$ cat config.mk
export PLATFORM = sky130hd
export DESIGN_NAME = relay_delay_timer
export DESIGN_NICKNAME = d
export VERILOG_FILES = /design/src/inc/relay_timer_pkg.sv /design/src/rtl/input_debounce.sv /design/src/rtl/relay_delay_timer.sv
export VERILOG_INCLUDE_DIRS = /design/src /design/src/inc
export SDC_FILE = /design/constraint.sdc
export NUM_CORES = 1
export LEC_CHECK = 0
export BUFFER_PORTS_ARGS = -buffer_cell sky130_fd_sc_hd__buf_4
export CORE_ASPECT_RATIO = 1.1
export CORE_MARGIN = 3
export CORE_UTILIZATION = 40
export CTS_CLUSTER_SIZE = 12
export DETAILED_ROUTE_END_ITERATION = 10
export PLACE_DENSITY = 0.62
export SYNTH_ARGS = -nofsm -noshare
export SYNTH_HDL_FRONTEND = slang
export SYNTH_SLANG_ARGS = --single-unit
export TNS_END_PERCENT = 5
$ cat constraint.sdc
create_clock -name mclk -period 4.3 [get_ports mclk]
set_clock_uncertainty 0.2 [all_clocks]
set_input_delay 0.43 -clock mclk [delete_from_list [all_inputs] [get_ports mclk]]
set_output_delay 0.43 -clock mclk [all_outputs]
set_load 0.01 [all_outputs]
$ cat src/inc/relay_timer_defines.svh
/*
 * Timing counts, input positions and reset values of the relay delay timer.
 * Assumes it is included by bare name wherever the counts are needed.
 */
`ifndef RELAY_TIMER_DEFINES_SVH
`define RELAY_TIMER_DEFINES_SVH

// ----------------------------------------------------------------------
// Timing, in oscillator periods, and counter widths in bits
// ----------------------------------------------------------------------
`define DEBOUNCE_INTERVAL_PERIODS 6
`define HOLD_INTERVAL_PERIODS 73728
`define DEBOUNCE_CNT_W 3
`define HOLD_CNT_W 17

// ----------------------------------------------------------------------
// Input vector bit positions
// ----------------------------------------------------------------------
`define IN_NUM 3
`define IN_TOGGLE 0
`define IN_ON 1
`define IN_OFF 2

// ----------------------------------------------------------------------
// Reset values and synchroniser depth
// ----------------------------------------------------------------------
`define SYNC_STAGES 2
`define RELAY_RESET_VALUE 1'b0
`define INPUTS_RESET_VALUE 3'h0

`endif

$ cat src/inc/relay_timer_pkg.sv
/*
 * Types and shared decode functions of the relay delay timer.
 * Assumes nothing beyond a SystemVerilog compiler.
 */
package relay_timer_pkg;

    // ------------------------------------------------------------------
    // Relay state
    // ------------------------------------------------------------------
    typedef enum logic [1:0] {
        RELAY_IDLE = 2'b01,
        RELAY_HOLD = 2'b10
    } relay_state_t;

    // ------------------------------------------------------------------
    // Edge decode
    // ------------------------------------------------------------------
    function automatic logic rise_of(input logic cur, input logic prev);
        rise_of = cur & ~prev;
    endfunction : rise_of

endpackage : relay_timer_pkg

$ cat src/rtl/input_debounce.sv
/*
 * Shared debounce stage: one filter for the whole input vector.
 * Assumes inputs are already synchronised to mclk and tick is a one-cycle
 * pulse once per oscillator period.
 */
`timescale 1ns/1ps
`include "relay_timer_defines.svh"

module input_debounce #(
    parameter int WIDTH = `IN_NUM,
    parameter int PERIODS = `DEBOUNCE_INTERVAL_PERIODS,
    parameter int CNT_W = `DEBOUNCE_CNT_W
) (
    // Clock and reset
    input wire logic mclk,
    input wire logic rst_n,
    // Sampling
    input wire logic tick,
    input wire logic [WIDTH-1:0] raw,
    // Qualified levels
    output logic [WIDTH-1:0] stable
);

    // ------------------------------------------------------------------
    // State
    // ------------------------------------------------------------------
    logic [WIDTH-1:0] last_q;
    logic [WIDTH-1:0] last_d;
    logic [WIDTH-1:0] stable_q;
    logic [WIDTH-1:0] stable_d;
    logic [CNT_W-1:0] cnt_q;
    logic [CNT_W-1:0] cnt_d;

    localparam logic [CNT_W-1:0] LAST_CNT = CNT_W'(PERIODS - 1);

    // ------------------------------------------------------------------
    // Next values
    // ------------------------------------------------------------------
    always_comb begin
        last_d = last_q;
        stable_d = stable_q;
        cnt_d = cnt_q;
        if (tick) begin
            last_d = raw;
            if (raw != last_q) begin
                cnt_d = '0; // [RULE13]
            end else if (cnt_q < LAST_CNT) begin
                cnt_d = cnt_q + CNT_W'(1);
            end else begin
                stable_d = last_q; // [RULE1]
            end
        end
    end

    // ------------------------------------------------------------------
    // Registers
    // ------------------------------------------------------------------
    always_ff @(posedge mclk or negedge rst_n) begin
        if (!rst_n) begin
            last_q <= '0;
            stable_q <= '0;
            cnt_q <= '0;
        end else begin
            last_q <= last_d;
            stable_q <= stable_d;
            cnt_q <= cnt_d;
        end
    end

    assign stable = stable_q;

endmodule : input_debounce

$ cat src/rtl/relay_delay_timer.sv
/*
 * Long-term relay delay timer: three push-button inputs start or stop a
 * timed relay period counted in oscillator periods.
 * Assumes the buttons and the oscillator are asynchronous pins, mclk is
 * much faster than the oscillator, and rst_n comes from power-on reset.
 */
// Notes on behaviour
// [RULE1] Inputs qualify after six stable oscillator periods
// [RULE2] Relay drops after 73728 oscillator periods
// [RULE3] Power-up reset leaves relay off
// [RULE4] Trigger while active never restarts count
// [RULE5] Manual stop ends period immediately
// [RULE6] First toggle press turns relay on
// [RULE7] Further toggle presses invert relay
// [RULE8] Untouched toggle period ends at expiry
// [RULE9] Switch-on press starts relay and count
// [RULE10] Switch-off press ends period
// [RULE11] Switch-on period ends at expiry
// [RULE12] All inputs share one debounce stage
// [RULE13] Both press and release are debounced
// [RULE14] Held switch-on never retriggers
// [RULE15] Outside switch avoids on plus off
// [RULE16] Switch-off wins over switch-on
// [RULE17] Counter clears whenever relay is off
`timescale 1ns/1ps
`include "relay_timer_defines.svh"

module relay_delay_timer #(
    parameter int DEBOUNCE_PERIODS = `DEBOUNCE_INTERVAL_PERIODS,
    parameter int HOLD_PERIODS = `HOLD_INTERVAL_PERIODS,
    parameter int HOLD_W = `HOLD_CNT_W
) (
    // Clock and reset
    input wire logic mclk,
    input wire logic rst_n,
    // Oscillator pin
    input wire logic osc_in,
    // Push-button pins
    input wire logic toggle_button,
    input wire logic switch_on,
    input wire logic switch_off,
    // Relay driver
    output logic relay_on,
    // Status
    output logic hold_active,
    output logic hold_expired,
    output logic [HOLD_W-1:0] hold_count
);

    // ------------------------------------------------------------------
    // Declarations
    // ------------------------------------------------------------------
    localparam int N = `IN_NUM;
    localparam logic [HOLD_W-1:0] HOLD_LAST = HOLD_W'(HOLD_PERIODS - 1);

    logic [N-1:0] pins;
    logic [N-1:0] sync1_q;
    logic [N-1:0] sync2_q;
    logic [N-1:0] deb;
    logic [N-1:0] deb_prev_q;
    logic [N-1:0] deb_prev_d;

    logic osc_s1_q;
    logic osc_s2_q;
    logic osc_prev_q;
    logic osc_tick;

    logic toggle_press;
    logic on_press;
    logic off_level;
    logic expire;

    relay_timer_pkg::relay_state_t state_q;
    relay_timer_pkg::relay_state_t state_d;
    logic [HOLD_W-1:0] cnt_q;
    logic [HOLD_W-1:0] cnt_d;
    logic relay_q;
    logic relay_d;
    logic expired_q;
    logic expired_d;

    // ------------------------------------------------------------------
    // Pin synchronisers
    // ------------------------------------------------------------------
    assign pins[`IN_TOGGLE] = toggle_button;
    assign pins[`IN_ON] = switch_on;
    assign pins[`IN_OFF] = switch_off;

    genvar g;
    generate
        for (g = 0; g < N; g++) begin : g_sync
            always_ff @(posedge mclk or negedge rst_n) begin
                if (!rst_n) begin
                    sync1_q[g] <= 1'b0;
                    sync2_q[g] <= 1'b0;
                end else begin
                    sync1_q[g] <= pins[g];
                    sync2_q[g] <= sync1_q[g];
                end
            end
        end
    endgenerate

    // ------------------------------------------------------------------
    // Oscillator tick
    // ------------------------------------------------------------------
    always_ff @(posedge mclk or negedge rst_n) begin
        if (!rst_n) begin
            osc_s1_q <= 1'b0;
            osc_s2_q <= 1'b0;
            osc_prev_q <= 1'b0;
        end else begin
            osc_s1_q <= osc_in;
            osc_s2_q <= osc_s1_q;
            osc_prev_q <= osc_s2_q;
        end
    end

    assign osc_tick = relay_timer_pkg::rise_of(osc_s2_q, osc_prev_q);

    // ------------------------------------------------------------------
    // Shared debounce stage
    // ------------------------------------------------------------------
    input_debounce #(
        .WIDTH(N),
        .PERIODS(DEBOUNCE_PERIODS),
        .CNT_W(`DEBOUNCE_CNT_W)
    ) u_debounce ( // [RULE12]
        .mclk(mclk),
        .rst_n(rst_n),
        .tick(osc_tick),
        .raw(sync2_q),
        .stable(deb)
    );

    // ------------------------------------------------------------------
    // Press decode
    // ------------------------------------------------------------------
    always_comb begin
        deb_prev_d = deb;
    end

    always_ff @(posedge mclk or negedge rst_n) begin
        if (!rst_n) begin
            deb_prev_q <= `INPUTS_RESET_VALUE;
        end else begin
            deb_prev_q <= deb_prev_d;
        end
    end

    // Toggle and switch-on trigger on the debounced rising edge only; switch-off acts on its held level
    assign toggle_press = relay_timer_pkg::rise_of(deb[`IN_TOGGLE],
                                                   deb_prev_q[`IN_TOGGLE]);
    assign on_press = relay_timer_pkg::rise_of(deb[`IN_ON], deb_prev_q[`IN_ON]); // [RULE14]
    assign off_level = deb[`IN_OFF];
    assign expire = osc_tick && (cnt_q == HOLD_LAST);

    // ------------------------------------------------------------------
    // Relay state machine
    // ------------------------------------------------------------------
    always_comb begin
        state_d = state_q;
        relay_d = relay_q;
        expired_d = 1'b0;
        case (state_q)
            relay_timer_pkg::RELAY_IDLE: begin
                relay_d = 1'b0;
                if (off_level) begin
                    state_d = relay_timer_pkg::RELAY_IDLE; // [RULE16]
                end else if (toggle_press || on_press) begin
                    state_d = relay_timer_pkg::RELAY_HOLD; // [RULE6] [RULE9]
                    relay_d = 1'b1;
                end
            end
            relay_timer_pkg::RELAY_HOLD: begin
                if (off_level) begin
                    state_d = relay_timer_pkg::RELAY_IDLE; // [RULE5] [RULE10]
                    relay_d = 1'b0;
                end else if (toggle_press) begin
                    state_d = relay_timer_pkg::RELAY_IDLE; // [RULE7]
                    relay_d = 1'b0;
                end else if (expire) begin
                    state_d = relay_timer_pkg::RELAY_IDLE; // [RULE2] [RULE8] [RULE11]
                    relay_d = 1'b0;
                    expired_d = 1'b1;
                end else begin
                    // A switch-on press here is ignored
                    state_d = relay_timer_pkg::RELAY_HOLD; // [RULE4]
                    relay_d = 1'b1;
                end
            end
            default: begin
                state_d = relay_timer_pkg::RELAY_IDLE;
                relay_d = 1'b0;
            end
        endcase
    end

    always_ff @(posedge mclk or negedge rst_n) begin
        if (!rst_n) begin
            state_q <= relay_timer_pkg::RELAY_IDLE; // [RULE3]
            relay_q <= `RELAY_RESET_VALUE; // [RULE3]
            expired_q <= 1'b0;
        end else begin
            state_q <= state_d;
            relay_q <= relay_d;
            expired_q <= expired_d;
        end
    end

    // ------------------------------------------------------------------
    // Hold counter
    // ------------------------------------------------------------------
    always_comb begin
        cnt_d = cnt_q;
        if (!relay_d) begin
            cnt_d = '0; // [RULE17]
        end else if (state_q == relay_timer_pkg::RELAY_IDLE) begin
            cnt_d = '0;
        end else if (osc_tick) begin
            cnt_d = cnt_q + HOLD_W'(1); // [RULE2]
        end
    end

    always_ff @(posedge mclk or negedge rst_n) begin
        if (!rst_n) begin
            cnt_q <= '0;
        end else begin
            cnt_q <= cnt_d;
        end
    end

    // ------------------------------------------------------------------
    // Outputs
    // ------------------------------------------------------------------
    assign relay_on = relay_q;
    assign hold_active = (state_q == relay_timer_pkg::RELAY_HOLD);
    assign hold_expired = expired_q;
    assign hold_count = cnt_q;

endmodule : relay_delay_timer

### After elaboration in Yosys (flattened, before gate mapping)

Cells that the tools add are included.

* memory bits (read-only): 0
* memories: 0
* bits in latches: 0
* output and inout port bits: 20
* register bits after elaboration: 41
* bits of input ports: 6
* bits in writable memories: 0
* word-level logic and storage cells: 60

* reductions and logical operators: 5
* div/mod/pow operators: 0
* eq/ne operators: 6
* order comparisons: 1
* shift-type cells: 0
* $add $sub $neg: 2
* multipliers: 0
* bitwise operators: 8
* multiplexer cells: 21

Operators by type and width (number)
* 2-to-1 mux 17 bit: 3
* adder 17 x 1 -> 17 bit (second input constant): 1
* == test 17 bit (second input constant): 1
* 2-to-1 mux 2 bit: 5
* 2-to-1 mux 1 bit: 9
* 2-to-1 mux 3 bit: 2
* inequality test 3 x 2 -> 1 bit (second input constant): 2
* NOT 1 bit: 5
* case mux 2 bit (2 select lines): 1
* adder 3 x 1 -> 3 bit (second input constant): 1
* AND 1 bit: 3
* < comparator 3 bit (second input constant): 1
* inequality test 3 bit: 1
* AND reduction 3 bit: 1
* == test 2 x 1 -> 1 bit (second input constant): 1
* == test 2 bit (second input constant): 1
* case mux 1 bit (2 select lines): 1
* AND reduction 2 bit: 1
* nonzero test 2 bit: 1
* logical AND 1 bit: 1
* logical OR 1 bit: 1

### Logic depth before layout (Yosys ltp)

Gate-level depths: netlist of the first run.

* depth in word-level cells: 8
* depth in mapped cells: 7
* depth with buffers taken out: 6

### By module

From an unflattened synthesis of the first run, not the netlist that was laid out.

* cells, all modules: 168
* area total of the unflattened synthesis: 1904.3 um^2

Modules (own cells, without submodules)
* relay_delay_timer: cells an instance 134, times used 1, area an instance 1477.7 um^2, sequential area each 802.0 um^2
* input_debounce: cells an instance 34, times used 1, area an instance 426.7 um^2, sequential area each 225.2 um^2

### Worst setup path before layout of the first run

Ideal clock, no wire load.

* kind: reg-to-reg
* start point: reg cnt_q[2], in the netlist hold_count[2]
* end point: reg cnt_q[0], in the netlist hold_count[0]
* clock period less this slack: 2.076 ns
* stages on the path, launching flop included: 7
* buffers on the path: 2
* slack: 2.224 ns
* required time: 3.981 ns
* library setup time: 0.119 ns
* arrival time: 1.756 ns
* path through: dfrtp_1 -> nand4b_2 -> or4_1 -> buf_2 -> o211ai_4 -> buf_6 -> nor2_1

* word-level cells in the longest chain between the ends: 7
* elaborated cells on any way between the ends: 8
* those cells by class: 2 x eq/ne; 5 x mux; 1 x reduce/logical

RTL lines
* from (decl): RTL line relay_delay_timer.sv:75 `logic [HOLD_W-1:0] cnt_q;`
* from (signal assigned): RTL line relay_delay_timer.sv:229 `cnt_q <= cnt_d;`
* == test 17 bit *: RTL line relay_delay_timer.sv:156 `assign expire = osc_tick && (cnt_q == HOLD_LAST);`
* logical AND 1 bit *: RTL line relay_delay_timer.sv:156
* 2-to-1 mux 1 bit *: RTL line relay_delay_timer.sv:182 `end else if (expire) begin`
* 2-to-1 mux 1 bit *: RTL line relay_delay_timer.sv:179 `end else if (toggle_press) begin`
* 2-to-1 mux 1 bit *: RTL line relay_delay_timer.sv:176 `if (off_level) begin`
* case mux 1 bit (2 select lines) *: RTL line relay_delay_timer.sv:165 `case (state_q)`
* inequality test 3 x 2 -> 1 bit (no line) / 2-to-1 mux 17 bit (equally long branches)

Every way passes the cells marked *; elsewhere a longest branch is shown, timed or not.
A chain may end at the register's enable or synchronous reset.

### Worst setup path in the final report of the first run

* start point: reg osc_prev_q
* end point: reg state_q[1]

* word-level cells in the longest chain between the ends: 7

RTL lines
* from (decl): RTL line relay_delay_timer.sv:65 `logic osc_prev_q;`
* from (signal assigned): RTL line relay_delay_timer.sv:115 `osc_prev_q <= osc_s2_q;`
* NOT 1 bit: RTL line relay_timer_pkg.sv:19 `rise_of = cur & ~prev;`
* AND 1 bit: RTL line relay_timer_pkg.sv:19
* logical AND 1 bit: RTL line relay_delay_timer.sv:156
* 2-to-1 mux 2 bit: RTL line relay_delay_timer.sv:182
* 2-to-1 mux 2 bit: RTL line relay_delay_timer.sv:179
* 2-to-1 mux 2 bit: RTL line relay_delay_timer.sv:176
* case mux 2 bit (2 select lines): RTL line relay_delay_timer.sv:165
* to (signal assigned): RTL line relay_delay_timer.sv:201 `state_q <= relay_timer_pkg::RELAY_IDLE;`
* to (signal assigned): RTL line relay_delay_timer.sv:205 `state_q <= state_d;`
* to (decl): RTL line relay_delay_timer.sv:73 `relay_timer_pkg::relay_state_t state_q;`

No other way between the ends.

==> results by stage, run 1 <==
Clock tree:
- The maximum number of buffers from clock root to sink is 2.
- The number of buffers inserted during clock tree synthesis is 5.
- Counting every sink on the clock net gives between 40 and 50.
- TritonCTS built the clock tree.
- The post-CTS setup buffer count is 0.
- The tree is rooted in a sky130_fd_sc_hd__clkbuf_8.
- The H-tree was split into 2 levels.
- The clock transition at the registers of the reported paths is about 80 ps.
- The later pin in the worst-skew pair is clocked with a latency of 290 ps.

Floorplanning:
- 26 I/O pins were placed.
- The die covers roughly 5500 sq um.
- The region available for standard cell placement spans roughly 4400 sq um.
- The initial cell density of the core is 0.424.
- In this run the core area contains 25 standard-cell rows.
- The vertical die dimension is between 70 and 80 um.
- The horizontal die dimension is about 70 um.

Place:
- In this run the tool buffered the top-level ports with 25 buffer cells.
- The post-place instance area is 2100 sq um.
- The sum of net half-perimeters after detailed placement is approximately 2500 um.
- The congestion estimate from routability-driven global placement came to just under 0.9.

Detailed routing:
- The mean routed wirelength per cell is 13.8 um.
- The detailed router used layers up to and including met4.
- The number of nets with antenna violations after routing is 0.
- The number of DRC markers in iteration 0 is between 80 and 90.
- The via count of the routed design is 1,370.
- The routed metal-1 wire length is roughly 1500 um.
- In the routed design, unresolved DRC markers number 0.
- The total length of routed wires is 3500 um.
- Using the TritonRoute via totals, the vias-per-cell ratio works out to 5.42.
- The first detailed-routing pass took 4 iterations.
- The amount of wire on met3 after detailed routing is between 200 and 250 um.
- In the detailed route, the total length drawn on met2 is 1750 um.

STA:
- For the pin with the worst max-slew slack, the measured transition is 589 ps.
- The number of setup violations in the final report is 0.
- Setup total negative slack on the finished layout was measured at 0 ps.
- The number of pins exceeding their max-slew limit in the final report is 0.
- Measured against its own limit, the worst slew margin works out to 0.603.
- The final hold violation count is 0.
- The fmax is about 410 MHz.
- The final critical-path required period is 2410 ps.
- Setup repair after global routing left no endpoint under its margin.
- The fraction of the cycle the final worst path needs is 0.562.

Logic synthesis:
- Of the post-synthesis cell area, the dominant cell type holds 0.539.
- Sorting the synthesized cells by area gives the leading types as sky130_fd_sc_hd__dfrtp_1, sky130_fd_sc_hd__mux2_2, sky130_fd_sc_hd__nor2_1, sky130_fd_sc_hd__xnor2_1, sky130_fd_sc_hd__xor2_1.
- The synthesized area is approximately 1900 sq um.
- The post-synthesis sequential element count is 41.
- The synthesized netlist cell count is ~170.
- For this run, the number of Yosys warnings is 0.
- The per-instance average area after synthesis is 11.1 sq um.
- The number of nets produced by synthesis is between 150 and 200.
- The number of library cell types mapped by synthesis is 37.
- The cell type with the largest total area after synthesis is sky130_fd_sc_hd__dfrtp_1.
- The share of the Yosys chip area taken by registers is 0.553.

Power:
- The internal cell power is approximately 0.56 mW.
- The switching power as a share of total power is 0.268.
- The worst-case IR drop observed on VDD is around 0.00025 V.
- The share of total power dissipated in combinational logic is 0.124.
- Summed over all nets, the switching power comes to 0.207 mW.
- For this design the static power due to leakage is around 0.92 nW.
- The clock network power share is 0.326.
- For this design the ratio of total power to cell area is 351 nW/um^2.
- The sequential cell fraction of total power is 0.550.

Critical path:
- At the worst endpoint, the required time is about 4300 ps.
- The critical path capture point type is a flip-flop.
- At the worst endpoint, the arrival time is roughly 2400 ps.
- The critical path in this run is classified as reg2reg.
- STA classifies the critical path startpoint as a flip-flop.
- Along the worst path, the maximum fanout reaches 18.

Global route:
- The first-pass GRT wire length is just over 6000 um.
- For this run, the total global-route usage over all layers was measured as 0.139.
- The initial antenna violation count was 0.
- The via count of the first global-routing pass is roughly 1,300.
- The largest net degree at the start of global routing is 42.
- For this run the aggregate overflow at the end of global routing stands at 0.

Cells and area:
- After routing the design area is 2200 sq um.
- In the final layout, the share of cells above drive strength 1 is 0.246.
- The area growth from synthesis to layout is 18.5%.
- The number of antenna diodes in the final layout is 0.
- The filler cells instantiated in the layout total approximately 400.
- For this run, the post-layout net count is roughly 210.

Run status:
- The run finished with clean final reports.

Job:
- Max-cap violations in this run came to 0.

Hold path:
- The path class of the tightest hold or removal check is in2reg.
-- worst paths after layout --
kind / startpoint / end / slack [ps] / cells past startpoint
setup / recovery: osc_prev_q / state_q[1] / 1890 / 4
hold / removal: toggle_button / sync1_q[0] / 40 / 1
setup reg to reg: osc_prev_q / state_q[1] / 1890 / 4
hold reg to reg: osc_s1_q / osc_s2_q / 150 / 0
max in group asynchronous: rst_n / sync1_q[2] / 3090 / 2
min in group asynchronous: rst_n / relay_on / 450 / 2
-- worst max-delay path, cell delays in order (launching register included) --
cell,delay [ps]
sky130_fd_sc_hd__dfrtp_1,400
sky130_fd_sc_hd__nand4b_2,320
sky130_fd_sc_hd__or4_1,690
sky130_fd_sc_hd__o211ai_4,500
sky130_fd_sc_hd__o21ai_0,160
-- synth_stat cells, drive strengths merged --
master / n
and4b: 1
or4: 2
nor3b: 1
mux2: 7
nand3: 5
xnor2: 8
dfrtp: 40
buf: 2
o2111ai: 1
or3: 2
inv: 9
a21oi: 9
clkbuf: 1
a32o: 1
nor2b: 3
o21ai: 7
nand4b: 1
ha: 4
nand2: 8
nor3: 5
mux2i: 1
or2: 1
nand2b: 2
a31o: 1
nand4: 7
nor4: 5
a2111oi: 1
nor2: 19
xor2: 8
o21a: 1
o31ai: 1
o211ai: 1
or4b: 1
dfstp: 1
-- layout make-up --
| cell class | count | area [sq um] | share of cell area |
|---|---|---|---|
| flip-flops and latches | 41 | 1030 | 0.467 |
| repair buffers | 27 | 205 | 0.0932 |
| multi-input cells | 114 | 776 | 0.352 |
| clock inverters | 3 | 22.5 | 0.0102 |
| inverters | 9 | 33.8 | 0.0153 |
| clock buffers | 5 | 68.8 | 0.0313 |
| well taps | 54 | 67.6 | 0.0307 |
-- metrics by stage --
step	setup slack [ps]	cells	utilization	hold slack [ps]	power, mW
global placement	1940	244	0.479	134	0.521
global route	1730	253	0.503	19.1	0.816
floorplan	2220	167	-	-65.6	0.496
finish	1890	253	0.503	41.2	0.771
detailed placement	1910	244	0.479	139	0.527
CTS	1880	253	0.503	30.3	0.783
-- repair_timing --
item | 4_1_cts | 5_1_grt
hold endpoints to repair | 40 | 0
gates resized for setup | 0 | 0
hold buffers | 1 | 0
-- power by group through the flow --
stage | sequential (mW) | combinational, mW | clock (mW)
floorplan | 0.427 | 0.0697 | 0
global placement | 0.429 | 0.0916 | 0
detailed placement | 0.432 | 0.0957 | 0
CTS | 0.424 | 0.0972 | 0.262
global route | 0.427 | 0.109 | 0.279
finish | 0.424 | 0.0954 | 0.252
-- layer usage --
metal,global-route usage,up-vias
met2,0.234,44
met4,0.0508,0
met1,0.166,672
li1,-,646
met3,0.0440,8
met5,0,-
-- layout by cell type (no fill, tap or decap), types with 4 or more instances in the layout --
master / instances
sky130_fd_sc_hd__nor4_1: 5
sky130_fd_sc_hd__ha_1: 4
sky130_fd_sc_hd__dfrtp_1: 40
sky130_fd_sc_hd__mux2_2: 7
sky130_fd_sc_hd__nor3_1: 5
sky130_fd_sc_hd__a21oi_1: 8
sky130_fd_sc_hd__buf_4: 26
sky130_fd_sc_hd__nand2_1: 8
sky130_fd_sc_hd__inv_1: 9
sky130_fd_sc_hd__nand3_1: 5
sky130_fd_sc_hd__xor2_1: 8
sky130_fd_sc_hd__nand4_1: 6
sky130_fd_sc_hd__nor2_1: 19
sky130_fd_sc_hd__clkbuf_8: 5
sky130_fd_sc_hd__xnor2_1: 8
sky130_fd_sc_hd__o21ai_0: 7
-- cell families after synthesis --
logic type,synth area share
multiplexers,0.0478
flip-flops,0.553
XOR/XNOR,0.0755
buffers and inverters,0.0290
AND/OR/NAND/NOR,0.183
AO/OA/AOI/OAI,0.0842
adder cells (fa/ha/maj),0.0270
-- state kept, by name, summed over array words and instances (netlist names) --
name,cells
hold_count,17
sync1_q,3
sync2_q,3
u_debounce.cnt_q,3
u_debounce.last_q,3
u_debounce.stable,3
deb_prev_q,2
state_q,2
hold_expired,1
osc_prev_q,1
osc_s1_q,1
osc_s2_q,1
relay_on,1
No activity file was read; power rests on OpenSTA's default activity.
==> run 2: changes to the inputs <==
--- a/config.mk
+++ b/config.mk
@@ -12,7 +12,7 @@
 export CORE_UTILIZATION = 40
 export CTS_CLUSTER_SIZE = 12
 export DETAILED_ROUTE_END_ITERATION = 10
-export PLACE_DENSITY = 0.62
+export PLACE_DENSITY = 0.64
 export SYNTH_ARGS = -nofsm -noshare
 export SYNTH_HDL_FRONTEND = slang
 export SYNTH_SLANG_ARGS = --single-unit
==> constraint.sdc (replaced) <==
create_clock -name mclk -period 2.13 [get_ports mclk]
set_clock_uncertainty 0.2 [all_clocks]
set_input_delay 0.213 -clock mclk [delete_from_list [all_inputs] [get_ports mclk]]
set_output_delay 0.213 -clock mclk [all_outputs]
set_load 0.01 [all_outputs]
==> run 2 against run 1 <==
Against the previous run: hold slack better by 110 ps; worst setup slack worse by 1700 ps; global-route usage increased by 1.1 points.
==> results by stage, run 2 (same netlist as run 1, synthesis figures left out) <==
Run status:
- The run finished with clean final reports.

Clock tree:
- The number of buffers inserted during clock tree synthesis is 5 (unchanged).
- TritonCTS built the clock tree.
- The clock tree root driver cell is sky130_fd_sc_hd__clkbuf_8.
- The H-tree depth came to 2 (unchanged).
- The post-CTS setup buffer count is 0 (unchanged).
- The clock transition at the registers of the reported paths came to 80 ps (about the same).
- The maximum number of buffers from clock root to sink is 2 (unchanged).
- The number of clock sinks is 41 (unchanged).
- The clock latency of the later-clocked register in the worst-skew pair is 290 ps (about the same).

Hold path:
- The min-delay analysis places its worst path in the category reg2reg.
- The worst hold path terminates at osc_s2_q.
- The startpoint of the tightest hold check path is osc_s1_q.
- The worst hold path cell count is 0 (-1).

Cells and area:
- The most frequent standard cell in the layout excluding fill and tap cells is sky130_fd_sc_hd__buf_4.
- The area growth from synthesis to layout is 30.3%.
- The share of post-route cells with drive strength above 1 is 0.301 (+0.0551).
- The final instance count without filler cells is 273 (+7.9%).
- The flip-flop count of the largest register after layout is 17 (unchanged).
- The post-layout utilization of the core is 0.553 (+0.0500).
- The number of nets in the layout came to 228 (+9.6%).
- In the layout the commonest cells are sky130_fd_sc_hd__buf_4, sky130_fd_sc_hd__dfrtp_1, sky130_fd_sc_hd__nor2_1.
- The antenna diode count was 0 (unchanged).
- The design area is 2420 sq um (+9.9%).

Global route:
- The initial antenna violation count came to 0 (unchanged).
- The via count of the first global-routing pass is 1,463 (+8.5%).
- The total global routing overflow is 0 (unchanged).
- The largest net degree at the start of global routing is 42 (unchanged).
- The first-pass GRT wire length came to 6520 um (+5.8%).
- The global routing usage summed across all routing layers came to 0.150 (+0.0106).

Detailed routing:
- The via count of the routed design is 1,442 (+5.3%).
- The post-detailed-route DRC marker count is 0 (unchanged).
- The mean number of vias per cell is 5.28 (-2.5%).
- The number of nets with antenna violations after routing is 0 (unchanged).
- The number of DRC markers in iteration 0 is 69 (-22%).
- The total length of routed wires came to 3890 um (+11%).
- The mean routed wirelength per cell came to 14.2 um (+2.9%).
- The first-pass detailed-route iteration total was 4 (unchanged).

Floorplanning:
- The full die area is 5500 sq um (unchanged).
- The boundary pin count came to 26 (unchanged).
- The core box area is 4380 sq um (unchanged).
- The vertical die dimension is 77.5 um (unchanged).
- The initial cell density of the core is 0.424 (unchanged).
- The horizontal die dimension is 71.0 um (unchanged).
- The number of rows in the core area is 25 (unchanged).

STA:
- The number of pins exceeding their max-slew limit in the final report is 0 (unchanged).
- The slew of the pin with the lowest slew margin was 518 ps (-71.5 ps).
- The post-route setup TNS is 0 ps (unchanged).
- The final hold violation count is 0 (unchanged).
- The fmax is 513 MHz (+24%).
- The least setup slack across all paths after layout was 181 ps (-1700 ps).
- The remaining max-slew budget at the tightest pin is 0.655 (+0.0513).
- The fraction of the cycle the final worst path needs was 0.915 (+0.354).
- The number of setup violations in the final report came to 0 (unchanged).
- Setup repair after global routing left no endpoint under its margin.
- The final critical-path required period was 1950 ps (-466 ps).
- The worst hold slack was 149 ps (+108 ps).

Power:
- The part of the total power dissipated in combinational logic is 0.118 (-0.006).
- The post-route total power was 1.80 mW (+130%).
- The worst voltage drop across the vdd grid is 0.000385 V (+52%).
- The total power density per cell area is 743 nW/um^2 (+110%).
- The sequential cell fraction of total power is 0.476 (-0.074).
- The internal cell power came to 1.38 mW (+150%).
- The switching power is 0.414 mW (+100%).
- The leakage power is 1.07 nW (+15%).
- The clock network power share is 0.406 (+0.080).
- The switching power as a share of total power is 0.230 (-0.0379).

Place:
- The post-place instance area is 2230 sq um (+6.3%).
- The quantity of I/O buffers inserted on ports is 25 (unchanged).
- The number of placed cells counting well taps is 260 (+6.6%).
- The sum of net half-perimeters after detailed placement was 2700 um (+10%).
- The routability congestion estimate from global placement is 0.776 (-12%).
- The minimum setup slack after placement is 87.4 ps (-1820 ps).

Critical path:
- The delay of the slowest cell on the worst path is 560 ps (-130 ps).
- The depth of the worst register-to-register path was 4 (unchanged).
- In this run the critical register-to-register path is launched from osc_prev_q.
- The peak fanout along the critical path was 8 (-10).
- The critical path capture point type is a flip-flop.
- The worst register-to-register path ends at hold_count[16].
- The worst-path cell with the longest stage delay is sky130_fd_sc_hd__or4_4.
- The arrival time at the worst endpoint is 1970 ps (-390 ps).
- The data required time of the worst path came to 2150 ps (-2100 ps).
- The reg2reg setup slack is 180 ps (-1700 ps).
- The critical path start-end classification is reg2reg.
- The worst setup path is launched from a flip-flop.
- The critical path goes through nand4b_2 > or4_4 > or3_1 > a21oi_2.

Job:
- The number of max-capacitance violations reported came to 0 (unchanged).
[run 2: changes by cell type in the layout (fill, tap and decap cells not counted), sizes merged]
cell         previous run  this run
buf                    26        42
dlygate4sd3             1         5
clkinvlp                3         0
bufinv                  0         2
clkinv                  0         1
[run 2: routing by layer]
metal,GRT usage,up-vias,wire (um)
li1,-,689,-
met5,0,-,0
met1,0.162,720,1590
met2,0.274,27,2120
met3,0.0453,6,127
met4,0.0508,0,54
[run 2: power by group through the flow]
stage	sequential, mW	clock [mW]	combinational, mW
final	0.856	0.730	0.213
after global routing	0.860	0.784	0.237
after CTS	0.855	0.747	0.217
after detailed placement	0.870	0	0.204
after global placement	0.866	0	0.189
after floorplan	0.862	0	0.141
[run 2: cell type report]
class	count	area (sq um)
repair buffers	47	378
clock buffers	5	68.8
fillers	388	1960
flip-flops and latches	41	1030
clock inverters	3	65.1
multi-input cells	114	779
well taps	54	67.6
inverters	9	33.8
[run 2: critical path, delay by kind of cell, from the launching register on]
| family | cells | cell delay (ps) |
|---|---|---|
| compound gates | 1 | 130 |
| flops | 1 | 390 |
| simple gates | 3 | 1160 |
[run 2: how the worst max path moves through the flow]
stage / from / endpoint / slack, ps / depth (start not counted)
4_1_cts: osc_prev_q / hold_count[3] / 70 / 5
3_5_place_dp: osc_prev_q / hold_count[3] / 90 / 5
2_1_floorplan: hold_count[2] / hold_count[0] / 50 / 6
5_1_grt: osc_prev_q / hold_count[16] / 90 / 4
3_3_place_gp: osc_prev_q / hold_count[16] / 90 / 4
6_report: osc_prev_q / hold_count[16] / 180 / 4
[run 2: repair_timing]
action / in CTS / in global routing
hold endpoints to repair: 44 / 0
endpoints found under the setup margin: 0 / 17
hold buffers: 5 / 0
resized for setup: 0 / 1
==> run 3: changes to the inputs <==
--- a/config.mk
+++ b/config.mk
@@ -15,5 +15,6 @@
 export PLACE_DENSITY = 0.64
 export SYNTH_ARGS = -nofsm -noshare
 export SYNTH_HDL_FRONTEND = slang
+export SYNTH_HIERARCHICAL = 1
 export SYNTH_SLANG_ARGS = --single-unit
 export TNS_END_PERCENT = 5
==> run 3 against run 2 <==
Against the previous run: worst setup slack lost 20 ps; first-iteration DRC count down 14%; hold slack gained 2.6 ps; critical path depth up 1; register-to-register slack worse by 20 ps; die area rose by 2.4%; non-clock buffer count fell by 4; maximum frequency down 1.0%; largest cell class unchanged.
==> results by stage, run 3 <==
Run status:
- The run finished with clean final reports.

Detailed routing:
- The mean number of vias per cell is 5.19 (-1.7%).
- The first-pass detailed-route iteration total is 4 (unchanged).
- The number of nets with antenna violations after routing was 0 (unchanged).
- The via count of the routed design was 1,402 (-2.8%).
- The post-detailed-route DRC marker count is 0 (unchanged).
- The total length of routed wires was 3620 um (-7.0%).
- The number of DRC markers in iteration 0 came to 59 (-14%).
- The mean routed wirelength per cell was 13.4 um (-6.0%).

Power:
- The worst voltage drop across the vdd grid is 0.000461 V (+20%).
- The leakage power was 1.04 nW (-2.4%).
- The clock network power share is 0.378 (-0.028).
- The total power density per cell area is 678 nW/um^2 (-8.8%).
- The part of the total power dissipated in combinational logic is 0.111 (-0.007).
- The switching power as a share of total power came to 0.238 (+0.00843).
- The switching power was 0.392 mW (-5.2%).
- The sequential cell fraction of total power is 0.511 (+0.035).
- The internal cell power is 1.25 mW (-9.5%).

Logic synthesis:
- The fraction of the mapped netlist area in adder cells was 0.0263 (-0.000673).
- The synthesized netlist cell count is 168 (+0.60%).
- The synthesized-area fraction occupied by ao, oa, aoi and oai cells was 0.0782 (-0.00605).
- The synthesized area is 1900 sq um (+2.6%).
- The proportion of synthesized area in mux cells was 0.0407 (-0.00711).
- The post-synthesis share of cell area spent on xor and xnor gates is 0.0690 (-0.00648).
- The fraction of the yosys area taken by sequential cells was 0.539 (-0.0138).
- The number of nets produced by synthesis is 178 (+0.56%).
- The number of synthesis warnings is 6 (+6).
- The post-synthesis sequential element count is 41 (unchanged).
- For this run, the leading register cell type out of synthesis is sky130_fd_sc_hd__dfrtp_1.
- The simple-gate share of the synthesized area is 0.220 (+0.0368).
- The synthesized design spends more area on one cell type than any other, namely sky130_fd_sc_hd__dfrtp_1.
- The per-instance average area after synthesis is 11.3 sq um (+2.0%).
- Yosys attributes the largest share of cell area to sky130_fd_sc_hd__dfrtp_1, sky130_fd_sc_hd__xnor2_1, sky130_fd_sc_hd__nor2_2, sky130_fd_sc_hd__xor2_1, sky130_fd_sc_hd__ha_1.
- The number of library cell types mapped by synthesis is 43 (+16%).
- The proportion of synthesized flip-flops having asynchronous set or reset is 1.00 (unchanged).
- In the post-synthesis netlist, the cell with the most instances is sky130_fd_sc_hd__dfrtp_1.
- The number of synthesized flops with an enable pin is 0 (unchanged).
- By area, the combinational part of the netlist is dominated by simple AND/OR/NAND/NOR gates.
- Ranked by instance count, the synthesized netlist is headed by sky130_fd_sc_hd__dfrtp_1, sky130_fd_sc_hd__nor2_2, sky130_fd_sc_hd__o21ai_0, sky130_fd_sc_hd__xnor2_1.
- The area share of the leading cell type in the synthesized netlist is 0.526 (-0.0135).

Place:
- The sum of net half-perimeters after detailed placement was 2680 um (-0.92%).
- The number of placed cells counting well taps is 257 (-1.2%).
- The minimum setup slack after placement came to 67.8 ps (-19.6 ps).
- The routability congestion estimate from global placement is 0.778 (+0.24%).
- The quantity of I/O buffers inserted on ports was 25 (unchanged).

Global route:
- The largest net degree at the start of global routing is 42 (unchanged).
- The total global routing overflow is 0 (unchanged).
- The initial antenna violation count is 0 (unchanged).
- The first-pass GRT wire length is 6180 um (-5.3%).
- The via count of the first global-routing pass is 1,424 (-2.7%).
- The global routing usage summed across all routing layers is 0.141 (-0.00926).

Job:
- The number of max-capacitance violations reported is 0 (unchanged).

Clock tree:
- The number of buffers inserted during clock tree synthesis is 5 (unchanged).
- The H-tree depth is 2 (unchanged).
- The maximum number of buffers from clock root to sink is 2 (unchanged).
- The clock latency of the later-clocked register in the worst-skew pair is 290 ps (about the same).
- Clock tree synthesis selected as its root buffer the cell sky130_fd_sc_hd__clkbuf_8.
- The clock transition at the registers of the reported paths is 80 ps (about the same).
- The number of clock sinks was 41 (unchanged).
- The TritonCTS clock tree is built.
- The post-CTS setup buffer count was 0 (unchanged).

Cells and area:
- The count of filler cells inserted in the layout came to 388 (unchanged).
- The register cell area after layout is 1030 sq um (+0.49%).
- Relative to the synthesized area, the layout overhead comes to 27.4%.
- The number of nets in the layout came to 225 (-1.3%).
- The library cell used most frequently in the layout, excluding fill and tap cells, is sky130_fd_sc_hd__buf_4.
- The antenna diode count is 0 (unchanged).
- The flip-flop count of the largest register after layout came to 17 (unchanged).
- Leaving out fill and tap cells, the most frequent cells in the layout are sky130_fd_sc_hd__buf_4, sky130_fd_sc_hd__dfrtp_1, sky130_fd_sc_hd__nor2_2.
- The final instance count without filler cells is 270 (-1.1%).
- The share of post-route cells with drive strength above 1 is 0.338 (+0.0366).
- The total area of multi-input combinational cells is 833 sq um (+6.9%).
- The post-layout utilization of the core came to 0.546 (-0.00637).

Floorplanning:
- The boundary pin count was 26 (unchanged).
- The initial cell density of the core came to 0.429 (+0.00473).
- The number of rows in the core area is 25 (unchanged).
- The horizontal die dimension is 71.8 um (+1.2%).
- The full die area was 5630 sq um (+2.4%).
- The vertical die dimension is 78.4 um (+1.2%).
- The core box area is 4440 sq um (+1.4%).

Critical path:
- The delay of the slowest cell on the worst path is 670 ps (+110 ps).
- The worst-path cell with the longest stage delay is sky130_fd_sc_hd__or4_2.
- The critical path start-end classification is reg2reg.
- The signal on the critical path passes through nand4_4 > buf_4 > or4_2 > o21ai_0 > a21oi_1.
- The data required time of the worst path was 2110 ps (-40 ps).
- The worst setup path is captured at a flip-flop.
- The arrival time at the worst endpoint is 1950 ps (-20 ps).
- The kind of start point of the critical path is a flip-flop.
- The peak fanout along the critical path came to 9 (+1).

STA:
- The number of setup violations in the final report was 0 (unchanged).
- The slew of the pin with the lowest slew margin is 569 ps (+51.4 ps).
- The fmax was 508 MHz (-1.0%).
- The number of pins exceeding their max-slew limit in the final report is 0 (unchanged).
- The remaining max-slew budget at the tightest pin is 0.617 (-0.0378).
- The least setup slack across all paths after layout is 161 ps (-19.9 ps).
- The final hold violation count is 0 (unchanged).
- The final critical-path required period was 1970 ps (+19.9 ps).
- The fraction of the cycle the final worst path needs is 0.924 (+0.00935).
- Setup repair after global routing left no endpoint under its margin.

Hold path:
- The type of the tightest min-delay check is reg2reg.
## run 3: metrics by stage
step                instance area, sq um  total power [mW]  hold WS [ps]  TNS (ps)
global route                        2430              1.74           168         0
finish                              2430              1.65           152         0
CTS                                 2420              1.67           155         0
floorplan                           1920             0.982          -283     -13.5
global placement                    2260              1.03          18.7         0
detailed placement                  2260              1.03          23.5         0
## run 3: worst max-delay path: cells and delay by family, from the launching register on
family / cells / cell delay (ps)
simple gates: 2 / 790
flops: 1 / 430
compound gates: 2 / 260
buf+inv: 1 / 180
## run 3: cell families (layout without fill, tap and decap cells)
logic type | count (synthesis) | after routing
XOR/XNOR | 15 | 15
multiplexers | 7 | 7
AO/OA/AOI/OAI | 23 | 23
adder cells (fa/ha/maj) | 4 | 4
buffers and inverters | 11 | 59
flip-flops | 41 | 41
AND/OR/NAND/NOR | 67 | 67
## run 3: final timing paths
path	cells past startpoint	endpoint	from	slack [ps]
worst max-delay path	5	hold_count[15]	hold_count[5]	160
worst min-delay path	0	osc_s2_q	osc_s1_q	150
worst max register to register	5	hold_count[15]	hold_count[5]	160
worst min register to register	0	osc_s2_q	osc_s1_q	150
max in group asynchronous	2	hold_count[3]	rst_n	1130
min in group asynchronous	2	u_debounce/stable[1]	rst_n	230
## run 3: layout make-up
class                   instances  area share
clock inverters                 3      0.0191
flip-flops and latches         41       0.425
inverters                       8      0.0124
repair buffers                 43       0.143
well taps                      54      0.0278
multi-input cells             116       0.343
clock buffers                   5      0.0284
## run 3: timing repair
item / in CTS / in global routing
resized for setup: 0 / 1
endpoints found under the hold margin: 44 / 0
endpoints found under the setup margin: 0 / 7
hold buffers: 5 / 0
## run 3: per-layer routing
layer / GRT usage / wire [um]
met4: 0.0489 / 52
met5: 0 / 0
met3: 0.0448 / 157
met1: 0.167 / 1610
met2: 0.237 / 1800
## run 3: power by group through the flow
stage	clock network [mW]	logic, mW	registers [mW]
floorplan	0	0.132	0.850
CTS	0.644	0.185	0.841
detailed placement	0	0.178	0.857
global route	0.688	0.206	0.847
finish	0.623	0.182	0.840
global placement	0	0.172	0.854
